==> src/logic/cpq_pkg.sv <==
/*
  shared constants and types for the period / quadrature position counter:
  register offsets, control and status field layout, modes and carriers.
  assumes a 32-bit axi4-lite register bus with byte addresses.
*/
`default_nettype none
package cpq_pkg;
  localparam int DATA_W = 32;
  localparam int ADDR_W = 8;
  localparam int SYNC_STAGES = 3;
  localparam int NUM_INPUTS = 5;

  // byte offsets of the register words
  localparam logic [ADDR_W-1:0] OFF_CTRL = 8'h00;
  localparam logic [ADDR_W-1:0] OFF_STATUS = 8'h04;
  localparam logic [ADDR_W-1:0] OFF_COUNT = 8'h08;
  localparam logic [ADDR_W-1:0] OFF_RESULT = 8'h0C;
  localparam logic [ADDR_W-1:0] OFF_SAMPLE = 8'h10;
  localparam logic [ADDR_W-1:0] OFF_RELOAD = 8'h14;

  // control word field positions (mirrored by cpq_ctrl_s)
  localparam int CTRL_ARM_BIT = 0;
  localparam int CTRL_MODE_LSB = 1;
  localparam int CTRL_ENC_LSB = 3;
  localparam int CTRL_GATE_FALL_BIT = 5;
  localparam int CTRL_SRC_FALL_BIT = 6;
  localparam int CTRL_SMP_FALL_BIT = 7;
  localparam int CTRL_BUF_EN_BIT = 8;
  localparam int CTRL_IDX_EN_BIT = 9;
  localparam int CTRL_IDX_PHASE_LSB = 10;

  // status word bit positions
  localparam int ST_ARMED_BIT = 0;
  localparam int ST_RUNNING_BIT = 1;
  localparam int ST_RESULT_VALID_BIT = 2;
  localparam int ST_SAMPLE_VALID_BIT = 3;
  localparam int ST_OVERRUN_BIT = 4;

  localparam logic [DATA_W-1:0] CTRL_RESET = 32'h0000_0000;
  localparam logic [DATA_W-1:0] RELOAD_RESET = 32'h0000_0000;
  localparam logic [DATA_W-1:0] COUNT_RESET = 32'h0000_0000;

  localparam logic [1:0] RESP_OKAY = 2'h0;
  localparam logic [1:0] RESP_SLVERR = 2'h2;

  // input order in the synchroniser bank
  localparam int IN_GATE = 0;
  localparam int IN_SRC = 1;
  localparam int IN_A = 2;
  localparam int IN_B = 3;
  localparam int IN_Z = 4;

  typedef enum logic [1:0] {MODE_PERIOD, MODE_QUAD, MODE_TWO_PULSE, MODE_SPARE} cpq_mode_e;
  typedef enum logic [1:0] {ENC_X1, ENC_X2, ENC_X4, ENC_SPARE} cpq_enc_e;
  typedef enum logic [1:0] {PER_IDLE, PER_WAIT, PER_COUNT} cpq_per_e;

  typedef struct packed {
    logic [19:0] spare;
    logic [1:0] idxPhase;
    logic idxEn;
    logic bufEn;
    logic smpFall;
    logic srcFall;
    logic gateFall;
    cpq_enc_e enc;
    cpq_mode_e mode;
    logic arm;
  } cpq_ctrl_s;

  typedef struct packed {
    logic lvl;
    logic rise;
    logic fall;
  } cpq_edge_s;
endpackage
`default_nettype wire

==> src/logic/cpq_sync_edge.sv <==
/*
  one input pin: three-stage synchroniser, agreement filter and edge pulses.
  assumes the pin is asynchronous to ref_clk and slower than two clock periods.
*/
`timescale 1ns/1ps
`default_nettype none
module cpq_sync_edge
  import cpq_pkg::*;
(
  input wire logic ref_clk,
  input wire logic resetn,
  input wire logic ce,
  input wire logic pinIn,
  output cpq_edge_s edgeOut
);
  logic [SYNC_STAGES-1:0] sync_q;
  logic level_q;
  logic rise_q;
  logic fall_q;
  wire logic agree = (sync_q[1] == sync_q[2]);
  wire logic change = agree && (sync_q[2] != level_q);

  // first stage feeds only the second; level moves when stages two and three agree
  always_ff @(posedge ref_clk) begin
    if (!resetn) begin
      sync_q <= '0;
      level_q <= 1'b0;
      rise_q <= 1'b0;
      fall_q <= 1'b0;
    end else if (ce) begin
      sync_q <= {sync_q[1:0], pinIn};
      if (change) begin
        level_q <= sync_q[2];
      end
      rise_q <= change && sync_q[2];
      fall_q <= change && !sync_q[2];
    end
  end

  assign edgeOut = '{lvl: level_q, rise: rise_q, fall: fall_q};
endmodule
`default_nettype wire

==> src/logic/cpq_quad_dec.sv <==
/*
  step decoder for quadrature x1/x2/x4 and two-pulse encoders.
  assumes filtered levels and one-cycle edge pulses from the synchroniser bank.
*/
`timescale 1ns/1ps
`default_nettype none
module cpq_quad_dec
  import cpq_pkg::*;
(
  input wire cpq_mode_e mode,
  input wire cpq_enc_e enc,
  input wire cpq_edge_s chA,
  input wire cpq_edge_s chB,
  output logic stepUp,
  output logic stepDown
);
  // a rising while b low means a leads; a falling while b low means b leads
  wire logic aUp = (chA.rise && !chB.lvl) || (chA.fall && chB.lvl);
  wire logic aDown = (chA.rise && chB.lvl) || (chA.fall && !chB.lvl);
  wire logic bUp = (chB.rise && chA.lvl) || (chB.fall && !chA.lvl);
  wire logic bDown = (chB.rise && !chA.lvl) || (chB.fall && chA.lvl);
  wire logic x1Up = chA.rise && !chB.lvl;
  wire logic x1Down = chA.fall && !chB.lvl;
  // both pulses in one cycle cancel, so neither step is taken
  wire logic tpUp = chA.rise && !chB.rise;
  wire logic tpDown = chB.rise && !chA.rise;

  always_comb begin
    stepUp = 1'b0;
    stepDown = 1'b0;
    if (mode == MODE_TWO_PULSE) begin
      stepUp = tpUp;
      stepDown = tpDown;
    end else if (mode == MODE_QUAD) begin
      case (enc)
        ENC_X1: begin
          stepUp = x1Up;
          stepDown = x1Down;
        end
        ENC_X2: begin
          stepUp = aUp;
          stepDown = aDown;
        end
        ENC_X4: begin
          stepUp = aUp || bUp;
          stepDown = aDown || bDown;
        end
        default: begin
          stepUp = 1'b0;
          stepDown = 1'b0;
        end
      endcase
    end
  end
endmodule
`default_nettype wire

==> src/logic/cpq_counter.sv <==
/*
  period and position counter with an axi4-lite register slave.
  assumes ref_clk at 200 MHz, a synchronous active-low reset, and gate,
  source and encoder pins asynchronous to ref_clk.
*/
// The address map and the AXI4-Lite slave port are this design's own decisions.
// Contract
// armed period mode measures one gate period
// active gate edge selectable, rising or falling
// count chosen source edges between gate edges
// position counts only after software arms
// on-demand count read and sample-clock buffering
// encoder inputs phase a, b, index
// x1: a leads, up on a rise
// x1: b leads, down on a fall
// x2: step on both a edges
// x4: step on every a and b edge
// two-pulse encoders also accepted
// two-pulse: a rise up, b rise down
// index in chosen phase reloads; steps win
// sample on chosen clock edge, no reset
// pins synchronised, edges from synchronised signals
`timescale 1ns/1ps
`default_nettype none
module cpq_counter
  import cpq_pkg::*;
(
  input wire logic ref_clk,
  input wire logic resetn,
  input wire logic ce,
  input wire logic gateIn,
  input wire logic sourceIn,
  input wire logic phaseAIn,
  input wire logic phaseBIn,
  input wire logic indexIn,
  input wire logic [ADDR_W-1:0] s_axi_awaddr,
  input wire logic [2:0] s_axi_awprot,
  input wire logic s_axi_awvalid,
  output logic s_axi_awready,
  input wire logic [DATA_W-1:0] s_axi_wdata,
  input wire logic [3:0] s_axi_wstrb,
  input wire logic s_axi_wvalid,
  output logic s_axi_wready,
  output logic [1:0] s_axi_bresp,
  output logic s_axi_bvalid,
  input wire logic s_axi_bready,
  input wire logic [ADDR_W-1:0] s_axi_araddr,
  input wire logic [2:0] s_axi_arprot,
  input wire logic s_axi_arvalid,
  output logic s_axi_arready,
  output logic [DATA_W-1:0] s_axi_rdata,
  output logic [1:0] s_axi_rresp,
  output logic s_axi_rvalid,
  input wire logic s_axi_rready
);
  // merge a write word into a register under the byte strobes
  function automatic logic [DATA_W-1:0] strobeMerge(input logic [DATA_W-1:0] old,
                                                    input logic [DATA_W-1:0] data,
                                                    input logic [3:0] strb);
    logic [DATA_W-1:0] res;
    res = old;
    for (int i = 0; i < 4; i++) begin
      if (strb[i]) begin
        res[i*8 +: 8] = data[i*8 +: 8];
      end
    end
    return res;
  endfunction

  // true when an address names one of the mapped words
  function automatic logic isMapped(input logic [ADDR_W-1:0] addr);
    return (addr == OFF_CTRL) || (addr == OFF_STATUS) || (addr == OFF_COUNT) ||
           (addr == OFF_RESULT) || (addr == OFF_SAMPLE) || (addr == OFF_RELOAD);
  endfunction

  // synchroniser bank: gate, source, a, b, index
  logic [NUM_INPUTS-1:0] pins;
  cpq_edge_s edges [NUM_INPUTS];
  assign pins = {indexIn, phaseBIn, phaseAIn, sourceIn, gateIn};

  for (genvar g = 0; g < NUM_INPUTS; g++) begin : gSync
    cpq_sync_edge uSync (
      .ref_clk(ref_clk),
      .resetn(resetn),
      .ce(ce),
      .pinIn(pins[g]),
      .edgeOut(edges[g])
    );
  end

  // register state
  logic [DATA_W-1:0] ctrlWord_q;
  logic [DATA_W-1:0] reload_q;
  logic [DATA_W-1:0] count_q;
  logic [DATA_W-1:0] perCnt_q;
  logic [DATA_W-1:0] result_q;
  logic [DATA_W-1:0] sample_q;
  logic armed_q;
  logic resultValid_q;
  logic sampleValid_q;
  logic overrun_q;
  cpq_per_e perState_q;
  cpq_ctrl_s ctrl;
  assign ctrl = cpq_ctrl_s'(ctrlWord_q);

  // axi write and read channel state
  logic awHeld_q;
  logic wHeld_q;
  logic [ADDR_W-1:0] awAddr_q;
  logic [DATA_W-1:0] wData_q;
  logic [3:0] wStrb_q;
  logic bvalid_q;
  logic [1:0] bresp_q;
  logic rvalid_q;
  logic [1:0] rresp_q;
  logic [DATA_W-1:0] rdata_q;

  // readies are held low while frozen so no beat is taken and lost
  assign s_axi_awready = ce && !awHeld_q && !bvalid_q;
  assign s_axi_wready = ce && !wHeld_q && !bvalid_q;
  assign s_axi_arready = ce && !rvalid_q;
  assign s_axi_bvalid = bvalid_q;
  assign s_axi_bresp = bresp_q;
  assign s_axi_rvalid = rvalid_q;
  assign s_axi_rresp = rresp_q;
  assign s_axi_rdata = rdata_q;

  wire logic awTake = s_axi_awvalid && s_axi_awready;
  wire logic wTake = s_axi_wvalid && s_axi_wready;
  wire logic arTake = s_axi_arvalid && s_axi_arready;
  wire logic wrFire = ce && awHeld_q && wHeld_q && !bvalid_q;
  wire logic wrCtrl = wrFire && (awAddr_q == OFF_CTRL);
  wire logic wrStatus = wrFire && (awAddr_q == OFF_STATUS);
  wire logic wrReload = wrFire && (awAddr_q == OFF_RELOAD);
  wire logic [DATA_W-1:0] ctrlNext = strobeMerge(ctrlWord_q, wData_q, wStrb_q);
  wire logic [DATA_W-1:0] statusClr = strobeMerge('0, wData_q, wStrb_q);
  // arming happens on a write that sets the arm bit while idle; clearing it disarms
  wire logic armReq = wrCtrl && wStrb_q[0] && ctrlNext[CTRL_ARM_BIT] && !armed_q;
  wire logic disarmReq = wrCtrl && wStrb_q[0] && !ctrlNext[CTRL_ARM_BIT];

  // axi handshakes: address and data in either order, response after both
  always_ff @(posedge ref_clk) begin
    if (!resetn) begin
      awHeld_q <= 1'b0;
      wHeld_q <= 1'b0;
      awAddr_q <= '0;
      wData_q <= '0;
      wStrb_q <= '0;
      bvalid_q <= 1'b0;
      bresp_q <= RESP_OKAY;
    end else if (ce) begin
      if (awTake) begin
        awHeld_q <= 1'b1;
        awAddr_q <= s_axi_awaddr;
      end
      if (wTake) begin
        wHeld_q <= 1'b1;
        wData_q <= s_axi_wdata;
        wStrb_q <= s_axi_wstrb;
      end
      if (wrFire) begin
        awHeld_q <= 1'b0;
        wHeld_q <= 1'b0;
        bvalid_q <= 1'b1;
        bresp_q <= isMapped(awAddr_q) ? RESP_OKAY : RESP_SLVERR;
      end else if (bvalid_q && s_axi_bready) begin
        bvalid_q <= 1'b0;
      end
    end
  end

  // read mux; count gives the on-demand position read
  wire logic [DATA_W-1:0] statusWord = {27'h000_0000, overrun_q, sampleValid_q, resultValid_q,
                                        perState_q == PER_COUNT, armed_q};
  logic [DATA_W-1:0] readMux;
  assign readMux = (s_axi_araddr == OFF_CTRL) ? {ctrlWord_q[DATA_W-1:1], armed_q} :
                   (s_axi_araddr == OFF_STATUS) ? statusWord :
                   (s_axi_araddr == OFF_COUNT) ? count_q :
                   (s_axi_araddr == OFF_RESULT) ? result_q :
                   (s_axi_araddr == OFF_SAMPLE) ? sample_q :
                   (s_axi_araddr == OFF_RELOAD) ? reload_q : 32'h0000_0000;

  always_ff @(posedge ref_clk) begin
    if (!resetn) begin
      rvalid_q <= 1'b0;
      rresp_q <= RESP_OKAY;
      rdata_q <= '0;
    end else if (ce) begin
      if (arTake) begin
        rvalid_q <= 1'b1;
        rdata_q <= readMux;
        rresp_q <= isMapped(s_axi_araddr) ? RESP_OKAY : RESP_SLVERR;
      end else if (rvalid_q && s_axi_rready) begin
        rvalid_q <= 1'b0;
      end
    end
  end

  // control and reload words
  always_ff @(posedge ref_clk) begin
    if (!resetn) begin
      ctrlWord_q <= CTRL_RESET;
      reload_q <= RELOAD_RESET;
    end else if (ce) begin
      if (wrCtrl) begin
        ctrlWord_q <= ctrlNext;
      end
      if (wrReload) begin
        reload_q <= strobeMerge(reload_q, wData_q, wStrb_q);
      end
    end
  end

  // selected edges
  wire logic gateEdge = ctrl.gateFall ? edges[IN_GATE].fall : edges[IN_GATE].rise;
  wire logic srcEdge = ctrl.srcFall ? edges[IN_SRC].fall : edges[IN_SRC].rise;
  // the sample clock shares the gate pin, with its own polarity choice
  wire logic smpEdge = ctrl.smpFall ? edges[IN_GATE].fall : edges[IN_GATE].rise;
  wire logic isPeriod = (ctrl.mode == MODE_PERIOD);
  wire logic perDone = armed_q && isPeriod && (perState_q == PER_COUNT) && gateEdge;

  logic stepUp;
  logic stepDown;
  cpq_quad_dec uDec (
    .mode(ctrl.mode),
    .enc(ctrl.enc),
    .chA(edges[IN_A]),
    .chB(edges[IN_B]),
    .stepUp(stepUp),
    .stepDown(stepDown)
  );

  // arm state: software arms, a finished period or a disarm write drops it
  always_ff @(posedge ref_clk) begin
    if (!resetn) begin
      armed_q <= 1'b0;
    end else if (ce) begin
      if (armReq) begin
        armed_q <= 1'b1;
      end else if (disarmReq || perDone) begin
        armed_q <= 1'b0; // single period, then idle
      end
    end
  end

  // period sequencer: wait for first active gate edge, count, stop at the next
  always_ff @(posedge ref_clk) begin
    if (!resetn) begin
      perState_q <= PER_IDLE;
      perCnt_q <= '0;
      result_q <= '0;
    end else if (ce) begin
      if (armReq && ctrlNext[CTRL_MODE_LSB +: 2] == MODE_PERIOD) begin
        perState_q <= PER_WAIT; // nothing happens before arming
        perCnt_q <= '0;
      end else if (!armed_q || !isPeriod) begin
        perState_q <= PER_IDLE;
      end else begin
        case (perState_q)
          PER_WAIT: begin
            if (gateEdge) begin
              perState_q <= PER_COUNT;
              perCnt_q <= '0;
            end
          end
          PER_COUNT: begin
            if (gateEdge) begin
              // a source edge coinciding with the closing gate edge still counts
              result_q <= perCnt_q + {31'h0000_0000, srcEdge};
              perState_q <= PER_IDLE;
            end else if (srcEdge) begin
              perCnt_q <= perCnt_q + 32'h0000_0001;
            end
          end
          default: begin
            perState_q <= PER_IDLE;
          end
        endcase
      end
    end
  end

  // position count: zeroed at arm, steps only while armed, index reload below steps
  wire logic posRun = armed_q && !isPeriod;
  wire logic idxPhaseHit = ({edges[IN_A].lvl, edges[IN_B].lvl} == ctrl.idxPhase);
  wire logic idxReload = posRun && ctrl.idxEn && (ctrl.mode == MODE_QUAD) && edges[IN_Z].lvl &&
                         idxPhaseHit;

  always_ff @(posedge ref_clk) begin
    if (!resetn) begin
      count_q <= COUNT_RESET;
    end else if (ce) begin
      if (armReq) begin
        count_q <= COUNT_RESET; // samples are cumulative from this point
      end else if (posRun && stepUp) begin
        count_q <= count_q + 32'h0000_0001;
      end else if (posRun && stepDown) begin
        count_q <= count_q - 32'h0000_0001;
      end else if (idxReload) begin
        count_q <= reload_q;
      end
    end
  end

  // buffered sampling and sticky flags; a hardware set wins over a clear
  wire logic smpTake = posRun && ctrl.bufEn && smpEdge;
  always_ff @(posedge ref_clk) begin
    if (!resetn) begin
      sample_q <= '0;
      sampleValid_q <= 1'b0;
      overrun_q <= 1'b0;
      resultValid_q <= 1'b0;
    end else if (ce) begin
      if (smpTake) begin
        sample_q <= count_q; // count itself is not reset
      end
      sampleValid_q <= smpTake || (sampleValid_q && !(wrStatus && statusClr[ST_SAMPLE_VALID_BIT]));
      overrun_q <= (smpTake && sampleValid_q) ||
                   (overrun_q && !(wrStatus && statusClr[ST_OVERRUN_BIT]));
      resultValid_q <= perDone || (resultValid_q && !(wrStatus && statusClr[ST_RESULT_VALID_BIT]));
    end
  end
endmodule
`default_nettype wire

==> config.mk <==
export PLATFORM = sky130hd
export DESIGN_NAME = cpq_counter
export DESIGN_NICKNAME = d
export VERILOG_FILES = /design/src/logic/cpq_pkg.sv /design/src/logic/cpq_sync_edge.sv /design/src/logic/cpq_quad_dec.sv /design/src/logic/cpq_counter.sv
export SDC_FILE = /design/constraint.sdc
export NUM_CORES = 1
export LEC_CHECK = 0
export BUFFER_PORTS_ARGS = -buffer_cell sky130_fd_sc_hd__buf_2
export CAP_MARGIN = 20
export CORE_MARGIN = 2
export CORE_UTILIZATION = 60
export DETAILED_ROUTE_END_ITERATION = 10
export GPL_ROUTABILITY_DRIVEN = 0
export PLACE_DENSITY = 0.8
export SYNTH_ARGS = -nofsm -noshare
export SYNTH_HDL_FRONTEND = slang
export SYNTH_SLANG_ARGS = --single-unit
==> constraint.sdc <==
create_clock -name ref_clk -period 3.65 [get_ports ref_clk]
set_clock_uncertainty 0.05 [all_clocks]
set_input_delay 0.365 -clock ref_clk [delete_from_list [all_inputs] [get_ports ref_clk]]
set_output_delay 0.365 -clock ref_clk [all_outputs]
set_load 0.05 [all_outputs]
# Word-level counts from Yosys, hierarchy flattened
# Index checks and enable logic that the tools add are counted.
# totals
ff_bits	310
inputBits	71
output_inout_bits	41
wordCells	271
# op_classes
n_eq_ne	33
n_bitwise	2
n_reduce_logical	142
muxes	44
addsub	4
# op_table
operator	n
2-to-1 mux 32 bit	15
adder 32 x 1 -> 32 bit (second input constant)	2
one-hot mux 32 bit (2 select lines)	1
logical AND 1 bit	63
AND reduction 2 bit	17
adder 32 x 1 -> 32 bit	1
== test 8 x 4 -> 1 bit (second input constant)	4
== test 8 x 5 -> 1 bit (second input constant)	4
subtractor 32 x 1 -> 32 bit (second input constant)	1
AND reduction 3 bit	9
logical OR 1 bit	21
zero test 1 bit	18
2-to-1 mux 1 bit	17
== test 8 x 3 -> 1 bit (second input constant)	2
zero test 8 bit	2
2-to-1 mux 2 bit	6
nonzero test 2 bit	5
== test 2 x 1 -> 1 bit (second input constant)	3
== test 2 bit (second input constant)	3
zero test 2 bit	3
one-hot mux 1 bit (3 select lines)	2
AND reduction 6 bit	1
== test 1 bit	5
2-to-1 mux 5 bit	1
other kinds (14)	19

# Logic depth before layout (Yosys ltp)
# Gate-level depths: netlist of run 1.
# depth
word_depth	11
mapped_depth	11
depth_no_buf	11

# Hierarchy
# A second synthesis of run 1 with hierarchy kept.
# hier_totals
cells_unflattened	1987
area_unflattened_um2	15474.8
# modules_own_cells
module	area_each_um2	instances	cells_per_inst
cpq_counter	13923.4	1	1832
cpq_sync_edge	284.0	5	28
cpq_quad_dec	131.4	1	15

# Worst setup path before layout of run 1
# Ideal clock, no wire load.
# synth_timing
kind	reg-to-reg
startpoint	register awAddr_q[2]
endpoint	register count_q[11]
synth_period_minus_slack_ns	2.714
arrival_ns	2.606
setup_slack_ns	0.936
path_stages_with_launch	10
path_cell_list	dfxtp_1 > or4b_4 > or4_4 > buf_6 > o21ai_4 > o311ai_4 > or2_1 > buf_6 > o311ai_2 > o21a_1
# synth_between
elab_chain_cells	7
elab_cells_between_ends	8
classes_between	mux (1); reduce/logical (7)
# synth_lines
item	line_no	rtl
start: declaration	cpq_counter.sv:109	logic [ADDR_W-1:0] awAddr_q;
start signal: assignment	cpq_counter.sv:154	awAddr_q <= s_axi_awaddr;
zero test 8 bit *	cpq_counter.sv:132	wire logic wrCtrl = wrFire && (awAddr_q == OFF_CTRL);
logical AND 1 bit *	cpq_counter.sv:132	
logical AND 1 bit * (3 in series)	cpq_counter.sv:138	wire logic armReq = wrCtrl && wStrb_q[0] && ctrlNext[CTRL_ARM_BIT] && !armed_q;
nonzero test 4 bit (no line)	n/a	
AND reduction 2 bit (no line)	n/a	
end signal: assignment	cpq_counter.sv:296	count_q <= count_q + 32'h0000_0001;
end signal: assignment	cpq_counter.sv:298	count_q <= count_q - 32'h0000_0001;
end signal: assignment	cpq_counter.sv:300	count_q <= reload_q;
end: declaration	cpq_counter.sv:94	logic [DATA_W-1:0] count_q;
# Every way passes the cells marked *; elsewhere a longest branch is shown, timed or not.
# A chain may end at the register's enable or synchronous reset.

# Worst setup path in the final report of run 1
# layout_timing
startpoint	register gSync[2].uSync.level_q
endpoint	register count_q[7]
# layout_between
elab_chain_cells	11
elab_cells_between_ends	24
classes_between	eq/ne (1); mux (9); reduce/logical (14)
# layout_lines
item	line_no	rtl
start: declaration	cpq_sync_edge.sv:17	logic level_q;
start signal: assignment	cpq_sync_edge.sv:33	level_q <= sync_q[2];
zero test 1 bit	cpq_quad_dec.sv:20, cpq_quad_dec.sv:21	
logical AND 1 bit	cpq_quad_dec.sv:21	wire logic bDown = (chB.rise && !chA.lvl) || (chB.fall && chA.lvl);
logical OR 1 bit	cpq_quad_dec.sv:21	
logical OR 1 bit	cpq_quad_dec.sv:46	stepDown = aDown || bDown;
one-hot mux 1 bit (3 select lines)	cpq_quad_dec.sv:35	case (enc)
2-to-1 mux 1 bit	cpq_quad_dec.sv:34	end else if (mode == MODE_QUAD) begin
2-to-1 mux 1 bit	cpq_quad_dec.sv:31	if (mode == MODE_TWO_PULSE) begin
logical AND 1 bit	cpq_counter.sv:297	end else if (posRun && stepDown) begin
2-to-1 mux 32 bit	cpq_counter.sv:297	
2-to-1 mux 32 bit	cpq_counter.sv:295	end else if (posRun && stepUp) begin
2-to-1 mux 32 bit	cpq_counter.sv:293	if (armReq) begin
# Several ways; a longest one is shown, not always the timed one.

==> impl_summary.md, run 1 <==
Outcome
The run finished with clean final reports.

Floorplan
In this run the horizontal extent of the chip is 162 um. The die area is 26,200 um^2. After floorplanning, the core was sized to cover 24,400 um^2. Once the floorplan was initialized, standard cells occupied 61.2% of the core.

From bottom edge to top edge, the die measures 162 um. The floorplan row count is 57. 112 I/O pins were placed.

Placement
The setup slack at placement is 0.521 ns. The HPWL after detailed placement is 29,400 um. The count of buffers added on input and output ports is 103. After detailed placement, the total cell area comes to 15,500 um^2. The number of placed instances, taps included, is 2,232.

Power
IR analysis of the VDD net gives a maximum drop of 0.000369 V. The design draws 7.32 mW. The areal power density over the cells is 439 nW/um^2. The analysis attributes to cell leakage a power of 5.87 nW.

Timing
The count of final setup violators is 0. The summed negative setup slack over all endpoints is 0 ns. The final critical delay including setup and external delays is 3.31 ns. The number of hold-slack violations in the final timing report is 0. Setup repair after global routing left no endpoint under its margin. For the pin with the worst max-slew slack, the measured transition is 0.862 ns. Across all setup checks in the final design, the least slack found is 0.341 ns. Derived from the worst setup path, the maximum achievable clock frequency is 0.302 GHz. The max-slew violation count is 0. The ratio of final minimum period to clock period is 90.7%. The worst slew margin relative to its limit is 42.5%.

Detailed routing
The remaining routing DRC violations is 0. The average routed wire per standard cell is 18.9 um. The count of nets left with antenna violations once routing finished came out at 0. Wires add up to 43,200 um. The number of iterations in the first detailed-routing pass is 6. The detailed router finished its first iteration with 1,590 violations.

Dividing the detail-routed via count by the number of cells gives 6.26. For this block, the via count after detailed routing is 14,300.

Synth
The cell count after synthesis came out at 1,929. nand2_1 is the most common cell in the netlist. The async set or reset register ratio after synthesis is 0%. Synthesis inferred 307 register bits. Sorting the synthesized cells by area gives the leading types as dfxtp_1 41%, nand2_1 9.4%, a21oi_1 7.3%, mux2i_1 5.2%, nor2_1 5.2%. By count the netlist is led by 373 x nand2_1, 307 x dfxtp_1, 219 x a21oi_1, 208 x nor2_1, 143 x clkbuf_1. The largest area contributor in the netlist is dfxtp_1. Summing every instance area after synthesis gives 14,900 um^2. The number of library cell types mapped by synthesis is 83. The dominant register cell in the synthesized netlist is dfxtp_1. The area fraction of the dominant cell type after synthesis is 41.2%. The number of synthesized flops with an enable pin is 0. The portion of the post-synthesis area used by sequential elements is 41.2%. The mean post-synth cell area is 7.74 um^2.

The yosys synthesis warning count is 0.

Cells and area
The final cell count without fillers is 2,292. In the final layout, the share of cells above drive strength 1 is 11.4%. At the end of the flow, the number of nets in the layout was 2,022. Counting the fill cells in the layout gives 2,003.

The final instance area is 16,700 um^2. The repair_antennas step left the layout with diodes totalling 0. Compared with the post-synthesis result, the final layout area differs by 11.6%.

Setup path
The worst endpoint required time is 4.00 ns. By startpoint and endpoint, the worst setup path is classified as reg -> reg. The worst setup path is captured at a flip-flop. Tracing the worst setup path back leads to its startpoint at gSync[2].uSync.level_q$_SDFFE_PN0P_. Of all nets on the critical path, the largest fanout is 12.

The critical path data arrival time is 3.66 ns. The startpoint of the worst-slack reg-to-reg timing path is gSync[2].uSync.level_q$_SDFFE_PN0P_. STA classifies the critical path startpoint as a flip-flop.

Run
Across the run, the number of max-cap violations was 0.

Global routing
Entering global routing, the biggest net connects 97 pins. The number of global-route vias before repair came to 13,300. Global routing used 32.5% of the available tracks. The total grt overflow is 0.

The initial antenna violation count came to 0. The first-pass GRT wire length is 68,600 um.

Clock network
The count of hold buffers inserted by post-cts repair is 0. Buffers added to address setup during post-CTS repair amount to 0. The deepest clock path buffer count is 3. The clock tree from TritonCTS is built. For the worst-skew pair, the clock arrives at the later sink with an insertion delay of 0.52 ns. The clock-pin slew of the registers on the worst-case setup and hold paths is 0.06 ns. The number of CTS-inserted buffers is 34. The root cell of the clock tree is clkbuf_16. The level count of the clock H-tree is 2. Post-CTS repair changed the size of 0 cells.

The tree built by TritonCTS fans out to 307 sinks.

Min path
The startpoint identified for the worst hold timing path is s_axi_awaddr[7]. The class of the tightest hold or removal check is in -> reg.
## area by class of cell
| cell class | instances | area, um^2 | area share, % |
|---|---|---|---|
| clock inverter | 17 | 175 | 1.05 |
| tap | 324 | 405 | 2.43 |
| timing repair buffer | 140 | 821 | 4.93 |
| inverter | 16 | 65.1 | 0.391 |
| sequential | 307 | 6150 | 36.9 |
| clock buffer | 43 | 936 | 5.62 |
| multi-input combinational | 1445 | 8110 | 48.7 |
## critical path: stages, from the launching register on
cell	delay, ns
dfxtp_1	0.46
mux2_2	0.37
a311oi_1	0.59
nor2_1	0.23
o311ai_4	0.37
or2_1	0.59
buf_4	0.28
nor2_1	0.05
a22o_1	0.19
## through the flow
stage | hold WS, ns | util [%]
CTS | 0.0280 | 68.3
global placement | 0.388 | 63.7
finish | 0.0298 | 68.3
global route | 0.0371 | 68.3
detailed placement | 0.394 | 63.7
floorplan | 0.381 | -
## state kept, by name, indices dropped and copies added, names as in the netlist, 2 cells and up
name,cells
awAddr_q,8
count_q,32
ctrl,31
gSync.uSync.fall_q,4
gSync.uSync.level_q,5
gSync.uSync.rise_q,4
gSync.uSync.sync_q,15
perCnt_q,32
perState_q,2
reload_q,32
result_q,32
s_axi_rdata,32
sample_q,32
wData_q,32
wStrb_q,4
## cells in the final DEF (no fill, tap or decap), types with 29 or more instances in the layout
cell       netlist  final
a211oi_1        57     57
a21oi_1        219    219
buf_2            3    102
buf_4            2     36
clkbuf_16        0     35
dfxtp_1        307    307
mux2i_1         78     78
nand2_1        373    373
nand3_1         29     29
nor2_1         208    207
nor3_1          48     44
o21ai_0         60     60
o22ai_1         38     38
xnor2_1         43     43
## routing by layer
layer / share of wire (%) / track usage (%) / vias up
li1: - / - / 6787
met1: 42 / 45.3 / 6659
met2: 43 / 49.0 / 751
met3: 11 / 6.92 / 141
met4: 4.2 / 13.7 / 0
met5: 0 / 0 / -
## cell families (layout without fill, tap and decap cells)
logic type | after synthesis | count (layout) | share of synthesized area [%]
AND/OR/NAND/NOR | 812 | 812 | 24.4
AO/OA/AOI/OAI | 472 | 472 | 19.4
flip-flops | 307 | 307 | 41.2
buffers and inverters | 178 | 216 | 4.71
multiplexers | 84 | 84 | 5.68
XOR/XNOR | 68 | 68 | 3.99
adder cells (fa/ha/maj) | 7 | 7 | 0.587
other | 1 | 2 | 0.0251
## path summary, 6_finish.rpt
path	slack (ns)	cells after the start	endpoint
worst max register to register	0.34	8	count_q[7]$_SDFFE_PN0P_
worst max-delay path	0.34	8	count_q[7]$_SDFFE_PN0P_
worst min-delay path	0.03	3	awAddr_q[7]$_SDFFE_PN0P_
worst min register to register	0.40	2	ctrl[17]$_SDFFE_PN0P_
## power by group
group / switching [mW] / internal (mW) / total (mW)
combinational: 0.301 / 0.120 / 0.421
clock: 1.41 / 2.04 / 3.44
sequential: 0.0437 / 3.41 / 3.45
total: 1.75 / 5.56 / 7.32
(Power assumes the default switching activity.)
==> inputs of run 2 (changes only) <==
Settings changed: ABC_AREA set to 1, PLACE_DENSITY 0.8 to 0.79.
==> impl_summary.md, run 2 <==
Outcome
The flow ran to the end, and the final reports show no timing, DRC or antenna violations.

Setup path
The depth of the most critical reg-to-reg path came to 9 (+1). The count of buffer and inverter cells on the critical path came to 4 (+3). The start-to-end type of the worst setup path is reg -> reg. The critical path goes through inv_1 > ha_1 > inv_1 > nor2_1 > nand2_1 > buf_4 > clkinv_1 > o21ai_0 > a21oi_1. The reg2reg setup slack is 0.59 ns (+0.24 ns).

The startpoint of the worst-slack reg-to-reg timing path is perState_q[0]$_SDFFE_PN0P_. The critical path data arrival time was 3.46 ns (-0.20 ns). The largest stage delay on the critical path was 0.73 ns (+0.14 ns). On the critical path, the stage with the largest delay is an instance of clkinv_1. The endpoint of the lowest-slack register-to-register path is result_q[10]$_SDFFE_PN0P_.

The kind of cell with the highest combined delay along the critical path is buffers and inverters. The worst setup path is captured at a flip-flop. The top fanout value on the critical path is 36 (+24). The cell with the most instances on the worst path is inv_1. STA classifies the critical path startpoint as a flip-flop. The worst endpoint required time is 4.04 ns (+0.04 ns).

Clock network
The root cell of the clock tree is clkbuf_16. The clock tree from TritonCTS is built. The insertion delay of the later-clocked pin in the worst-skew pair came to 0.58 ns (+0.06 ns).

The number of CTS-inserted buffers was 31 (-8.8%). The deepest clock path buffer count was 3 (unchanged). The level count of the clock H-tree is 1 (-1). The clock-pin slew of the registers on the worst-case setup and hold paths was 0.07 ns (about the same). The clock sink count is 308 (+0.33%).

Detailed routing
The number of iterations in the first detailed-routing pass came to 6 (unchanged). The DRC marker count from the first detailed-route iteration is 2,096 (+32%). The via-per-instance ratio is 5.98 (-4.4%).

The via count is 17,300 (+20%). The average routed wire per standard cell is 17.9 um (-5.2%). The final wirelength was 51,600 um (+19%).

The residual antenna-violating net count after detailed routing is 0 (unchanged). The remaining routing DRC violations came to 0 (unchanged).

Power
The total leakage power was 7.26 nW (+24%). The areal power density over the cells is 416 nW/um^2 (-5.3%). The part of the power in combinational logic is 6.1% (+0.3 points). The worst IR drop on VDD is 0.000498 V (+35%). The fraction of power consumed by sequential logic is 46.8% (-0.4 points). The net switching power figure is 1.76 mW (+0.25%). The proportion of power drawn by the clock network is 47.1% (about the same). The share of total power consumed by net switching is 23.5% (-0.41 points). The internal power of the cells is 5.70 mW (+2.5%).

Global routing
The total grt overflow is 0 (unchanged). The global-route total usage across every layer was 35.4% (+2.9 points). The first-pass GRT wire length came to 81,100 um (+18%). The initial antenna violation count came to 0 (unchanged).

The number of global-route vias before repair came to 15,600 (+18%). The pin count of the biggest net entering global routing is 124 (+28%).

Synth
The number of instances in the synthesized netlist is 2,494 (+29%). The yosys synthesis warning count is 0 (unchanged). In the post-synthesis netlist, the biggest area contributors are dfxtp_1 38%, nor2_1 11%, nand2_1 10%, o21ai_0 7.9%, a21oi_1 6.9%. In the synthesized netlist, the cells that appear most often are 454 x nor2_1, 440 x nand2_1, 308 x dfxtp_1, 254 x o21ai_0, 222 x a21oi_1.

The area fraction of the dominant cell type after synthesis is 38.1% (-3.1 points). The number of library cell types mapped by synthesis is 47 (-43%). The mapped cell area is 16,200 um^2 (+8.5%). The portion of the post-synthesis area used by sequential elements is 38.1% (-3.1 points). The mean post-synth cell area was 6.49 um^2 (-16%). Summed over all instances, the cell type with the most area after synthesis is dfxtp_1. The async set or reset register ratio after synthesis came to 0% (unchanged). The number of synthesized flops with an enable pin was 0 (unchanged). In the post-synthesis netlist, the cell with the most instances is nor2_1. The dominant register cell in the synthesized netlist is dfxtp_1. The register bit total from synthesis is 308 (+0.33%).

Cells and area
The ratio of cells with drive above 1 in the final layout is 8.72% (-2.7 points). Leaving out fill and tap cells, the most frequent cell in the layout is nor2_1. The number of antenna diodes is 0 (unchanged).

The count of nets after finishing is 2,598 (+28%). The total of fill cells in the finished design is 2,390 (+19%). Relative to the synthesized area, the layout overhead comes to 10.8%. The library cells used most frequently in the layout, excluding fill and tap cells, are 453 x nor2_1, 440 x nand2_1, 308 x dfxtp_1.

Min path
The path with the worst hold slack has its endpoint at awAddr_q[0]$_SDFFE_PN0P_. The hold path startpoint is s_axi_awaddr[0]. The cell depth of the worst hold path came to 3 (unchanged). The tightest min-delay check is of the in -> reg type.

Timing
The summed negative setup slack over all endpoints came to 0 ns (unchanged). The count of final setup violators is 0 (unchanged). The max-slew violation count is 0 (unchanged). The worst slew margin relative to its limit is 29.7% (-13 points). The slew at the pin closest to its max-slew limit is 1.06 ns (+0.193 ns). The ratio of final minimum period to clock period is 84.0% (-6.7 points). The number of hold-slack violations in the final timing report was 0 (unchanged). The achievable clock frequency is 0.326 GHz (+8.0%).

Setup repair after global routing left no endpoint under its margin. The smallest setup slack after layout was 0.585 ns (+0.244 ns). The final critical delay including setup and external delays came to 3.06 ns (-0.244 ns).

Floorplan
The x dimension of the die is 168 um (+4.0%). The die area is 28,300 um^2 (+8.2%). The area inside the core boundary is 26,700 um^2 (+9.6%). The initial core utilization came to 60.6% (-0.62 points). The die boundary height is 168 um (+4.0%).

The floorplan row count is 60 (+5.3%). The count of boundary I/O pins is 112 (unchanged).

Placement
The total of buffers placed on input and output ports came to 103 (unchanged). The HPWL after detailed placement is 37,200 um (+26%). The setup slack at placement came to 0.634 ns (+0.113 ns).

Run
The number of maximum-capacitance constraint violations was 0 (unchanged).
-- run 2: cell count changes in the layout (fill, tap and decap cells not counted), moves of 16 or more --
cell      change
o21ai_0     +194
o22ai_1      -16
mux2i_1      -77
nor3_1       +60
nor2_1      +246
xor2_1       +40
or3_1        -22
nand2_1      +67
inv_1       +206
and2_1       -17
a211oi_1     -45
xnor2_1      -38
nor4_1       -18
nand3_1      +92
-- run 2: final cells by class --
type	instances	area [um^2]	share of cell area, %
multi-input combinational	1810	8550	47.7
sequential	308	6170	34.4
clock buffer	45	908	5.06
inverter	235	886	4.94
timing repair buffer	134	771	4.30
tap	341	427	2.38
clock inverter	13	225	1.26
-- run 2: per-stage QoR --
| stage | power [mW] | area, um^2 | utilization (%) | hold WS [ns] | instances |
|---|---|---|---|---|---|
| finish | 7.46 | 17900 | 67.1 | 0.00484 | 2886 |
| global route | 7.65 | 17900 | 67.1 | 0.0163 | 2886 |
| CTS | 7.46 | 17900 | 67.1 | 0.00201 | 2886 |
| detailed placement | 4.00 | 16700 | 62.6 | 0.393 | 2820 |
| global placement | 3.99 | 16700 | 62.6 | 0.389 | 2820 |
| floorplan | 3.86 | 16200 | - | 0.374 | 2495 |
-- run 2: cells by family after synthesis --
family          count (synthesis)  share of synthesized area [%]
buf+inv                       377                           9.12
flops                         308                           38.1
xor+xnor                       70                           3.79
compound gates                545                           17.8
other cells                     1                         0.0232
fa+ha+maj                       7                          0.541
simple gates                 1185                           30.5
mux                             1                         0.0618
-- run 2: layer usage --
metal / vias up / routed length, um / global-route usage (%)
li1: 8173 / - / -
met1: 7910 / 20500 / 45.2
met2: 942 / 22500 / 55.9
met3: 236 / 5030 / 7.01
met4: 0 / 3550 / 20.4
met5: - / 0 / 0
-- run 2: repair_timing --
| item | CTS | global route |
|---|---|---|
| endpoints found under the hold margin | 8 | 0 |
| buffers inserted | 0 | 0 |
| resized for setup | 0 | 0 |
| hold buffers | 8 | 0 |
-- run 2: worst max path at each step --
stage / startpoint / endpoint / slack (ns) / cells past startpoint
after CTS: perState_q[0]$_SDFFE_PN0P_ / result_q[25]$_SDFFE_PN0P_ / 0.62 / 11
after global routing: perState_q[0]$_SDFFE_PN0P_ / result_q[10]$_SDFFE_PN0P_ / 0.27 / 9
after floorplan: s_axi_bvalid$_SDFFE_PN0P_ / wData_q[22]$_SDFFE_PN0P_ / 1.24 / 9
after global placement: perState_q[0]$_SDFFE_PN0P_ / result_q[20]$_SDFFE_PN0P_ / 0.76 / 9
after detailed placement: perState_q[0]$_SDFFE_PN0P_ / result_q[25]$_SDFFE_PN0P_ / 0.63 / 11
final: perState_q[0]$_SDFFE_PN0P_ / result_q[10]$_SDFFE_PN0P_ / 0.59 / 9
-- run 2: worst min-delay path, delay by kind of cell --
| kind | cells | cell delay (ns) |
|---|---|---|
| and+or+nand+nor | 1 | 0.08 |
| buffers and inverters | 1 | 0.07 |
| AOI/OAI and AO/OA | 1 | 0.07 |
-- run 2: power groups by stage --
stage / sequential, mW / combinational, mW / clock, mW
4_1_cts: 3.49 / 0.447 / 3.52
2_1_floorplan: 3.63 / 0.235 / 0
3_3_place_gp: 3.56 / 0.427 / 0
6_report: 3.49 / 0.451 / 3.52
5_1_grt: 3.50 / 0.497 / 3.66
3_5_place_dp: 3.57 / 0.437 / 0
==> inputs of run 3 (changes only) <==
Settings changed: ABC_AREA 1 to 0, PLACE_DENSITY 0.79 to 0.8.
Clock period 3.65 ns to 3 ns, I/O delays scaled along.
==> impl_summary.md, run 3 (same netlist as run 1, synthesis figures left out) <==
Placement
The placed cell count is 2,279 (-19%). The HPWL after detailed placement came to 30,500 um (-18%). The total of buffers placed on input and output ports is 103 (unchanged).

Floorplan
The die area was 26,200 um^2 (-7.6%). The initial core utilization came to 61.2% (+0.62 points). The die boundary height is 162 um (-3.9%). The count of boundary I/O pins is 112 (unchanged). The area inside the core boundary is 24,400 um^2 (-8.7%). The x dimension of the die was 162 um (-3.9%). The floorplan row count is 57 (-5.0%).

Clock network
The level count of the clock H-tree is 2 (+1). The number of CTS-inserted buffers is 34 (+9.7%). The clock sink count is 307 (-0.32%). The clock-pin slew of the registers on the worst-case setup and hold paths is 0.06 ns (about the same). The root cell of the clock tree is clkbuf_16.

TritonCTS built the clock tree. The deepest clock path buffer count is 3 (unchanged). The insertion delay of the later-clocked pin in the worst-skew pair was 0.51 ns (-0.07 ns).

Global routing
The met3 global-route usage is 6.92% (-0.085 points). The layer flagged by global routing as most heavily used is met2. The initial antenna violation count came to 1 (+1). The met2 usage is 53.1% (-2.8 points). The global-route total usage across every layer was 33.6% (-1.8 points).

The pin count of the biggest net entering global routing is 115 (-7.3%). The number of global-route vias before repair came to 13,600 (-13%). The total grt overflow is 0 (unchanged).

The met1 track demand over resource in global routing is 45.6% (+0.32 points). The first-pass GRT wire length is 70,900 um (-13%).

Timing
The worst slew margin relative to its limit came to 37.8% (+8.1 points). The number of hold-slack violations in the final timing report is 0 (unchanged). The achievable clock frequency is 0.345 GHz (+5.7%). The summed negative setup slack over all endpoints is 0 ns (unchanged).

The minimum hold slack was 0.00371 ns (-0.00113 ns). The ratio of final minimum period to clock period is 96.6% (+13 points). The final critical delay including setup and external delays is 2.90 ns (-0.166 ns). The max-slew violation count is 0 (unchanged). The count of final setup violators is 0 (unchanged). Setup repair after global routing could not meet its margin everywhere.

The slew at the pin closest to its max-slew limit is 0.934 ns (-0.121 ns).

Detailed routing
The DRC marker count from the first detailed-route iteration is 1,461 (-30%). The remaining routing DRC violations is 0 (unchanged). The residual antenna-violating net count after detailed routing came to 0 (unchanged). The final wirelength is 44,900 um (-13%). The via-per-instance ratio was 6.21 (+3.9%). The via count was 14,700 (-15%).

The average routed wire per standard cell is 19.0 um (+6.1%). The number of iterations in the first detailed-routing pass is 6 (unchanged).

Setup path
The worst setup path is of the reg -> reg kind. The kind of launch point of the worst setup path is a flip-flop. The most critical setup path has its startpoint at awAddr_q[3]$_SDFFE_PN0P_. The critical path data arrival time is 3.26 ns (-0.20 ns). The worst register-to-register path begins at awAddr_q[3]$_SDFFE_PN0P_. The worst endpoint required time is 3.36 ns (-0.68 ns).

The worst setup path is captured at a flip-flop. The top fanout value on the critical path came to 13 (-64%).

Cells and area
Relative to the synthesized area, the layout overhead comes to 16.2%. Leaving out fill and tap cells, the most frequent cell in the layout is nand2_1. Leaving out fill and tap cells, the most frequent cells in the layout are 373 x nand2_1, 307 x dfxtp_1, 219 x a21oi_1.

The count of nets after finishing is 2,101 (-19%). The total of fill cells in the finished design came to 1,909 (-20%). The final cell count without fillers came to 2,366 (-18%). The ratio of cells with drive above 1 in the final layout came to 13.3% (+4.6 points).

Min path
The min-delay analysis places its worst path in the category in -> reg. In this run the most critical hold path is launched from s_axi_wdata[1].

Run
The number of maximum-capacitance constraint violations came to 0 (unchanged).

Power
The worst IR drop on VDD is 0.000460 V (-7.6%). The overall power after layout is 8.75 mW (+17%). The areal power density over the cells was 504 nW/um^2 (+21%). The total leakage power is 6.22 nW (-14%).

Outcome
The flow ran to the end, and the final reports show no timing, DRC or antenna violations.
run 3: path summary, 6_finish.rpt:
kind | endpoint | slack (ns) | cells past startpoint
setup / recovery | count_q[2]$_SDFFE_PN0P_ | 0.10 | 7
hold / removal | wData_q[1]$_SDFFE_PN0P_ | 0.004 | 3
setup reg to reg | count_q[2]$_SDFFE_PN0P_ | 0.10 | 7
hold reg to reg | ctrl[26]$_SDFFE_PN0P_ | 0.40 | 2
run 3: timing repair:
action,in CTS,in global routing
setup endpoints to repair,0,10
hold endpoints to repair,32,0
hold buffers,32,0
resized for setup,0,3
setup buffers,0,0
run 3: stage by stage:
stage | cell area, um^2 | utilization (%) | setup slack [ns]
CTS | 17300 | 71.1 | 0.0436
floorplan | 14900 | - | 0.286
detailed placement | 16000 | 65.4 | 0.0487
global placement | 16000 | 65.4 | 0.133
global route | 17300 | 71.1 | -0.00529
finish | 17300 | 71.1 | 0.102
run 3: worst max-delay path, cell delays in order, from the launching register on:
cell and delay, ns:
dfxtp_1 0.33, or4b_4 0.55, or4_4 0.59, o21ai_4 0.19, o311ai_4 0.14, or2_2 0.49, buf_4 0.23, o31ai_1 0.23
run 3: metal layers:
| layer | routed length [um] | share of wire, % |
|---|---|---|
| met5 | 0 | 0 |
| met4 | 1680 | 3.7 |
| met3 | 4810 | 11 |
| met2 | 20200 | 45 |
| met1 | 18200 | 41 |
run 3: report_power, final:
group          total, mW  leakage, nW  internal (mW)  switching, mW
Combinational      0.574         3.22          0.191          0.383
Clock               3.97        0.516           2.31           1.67
Sequential          4.20         2.48           4.15         0.0542
Total               8.75         6.22           6.64           2.10
run 3: final cells by class:
class	instances	area (um^2)	area share [%]
diodes	1	2.50	0.0144
clock buffers	41	937	5.40
clock inverters	13	116	0.671
inverters	16	65.1	0.375
multi-input cells	1445	8110	46.8
flip-flops and latches	307	6150	35.4
well taps	324	405	2.34
repair buffers	219	1560	8.98
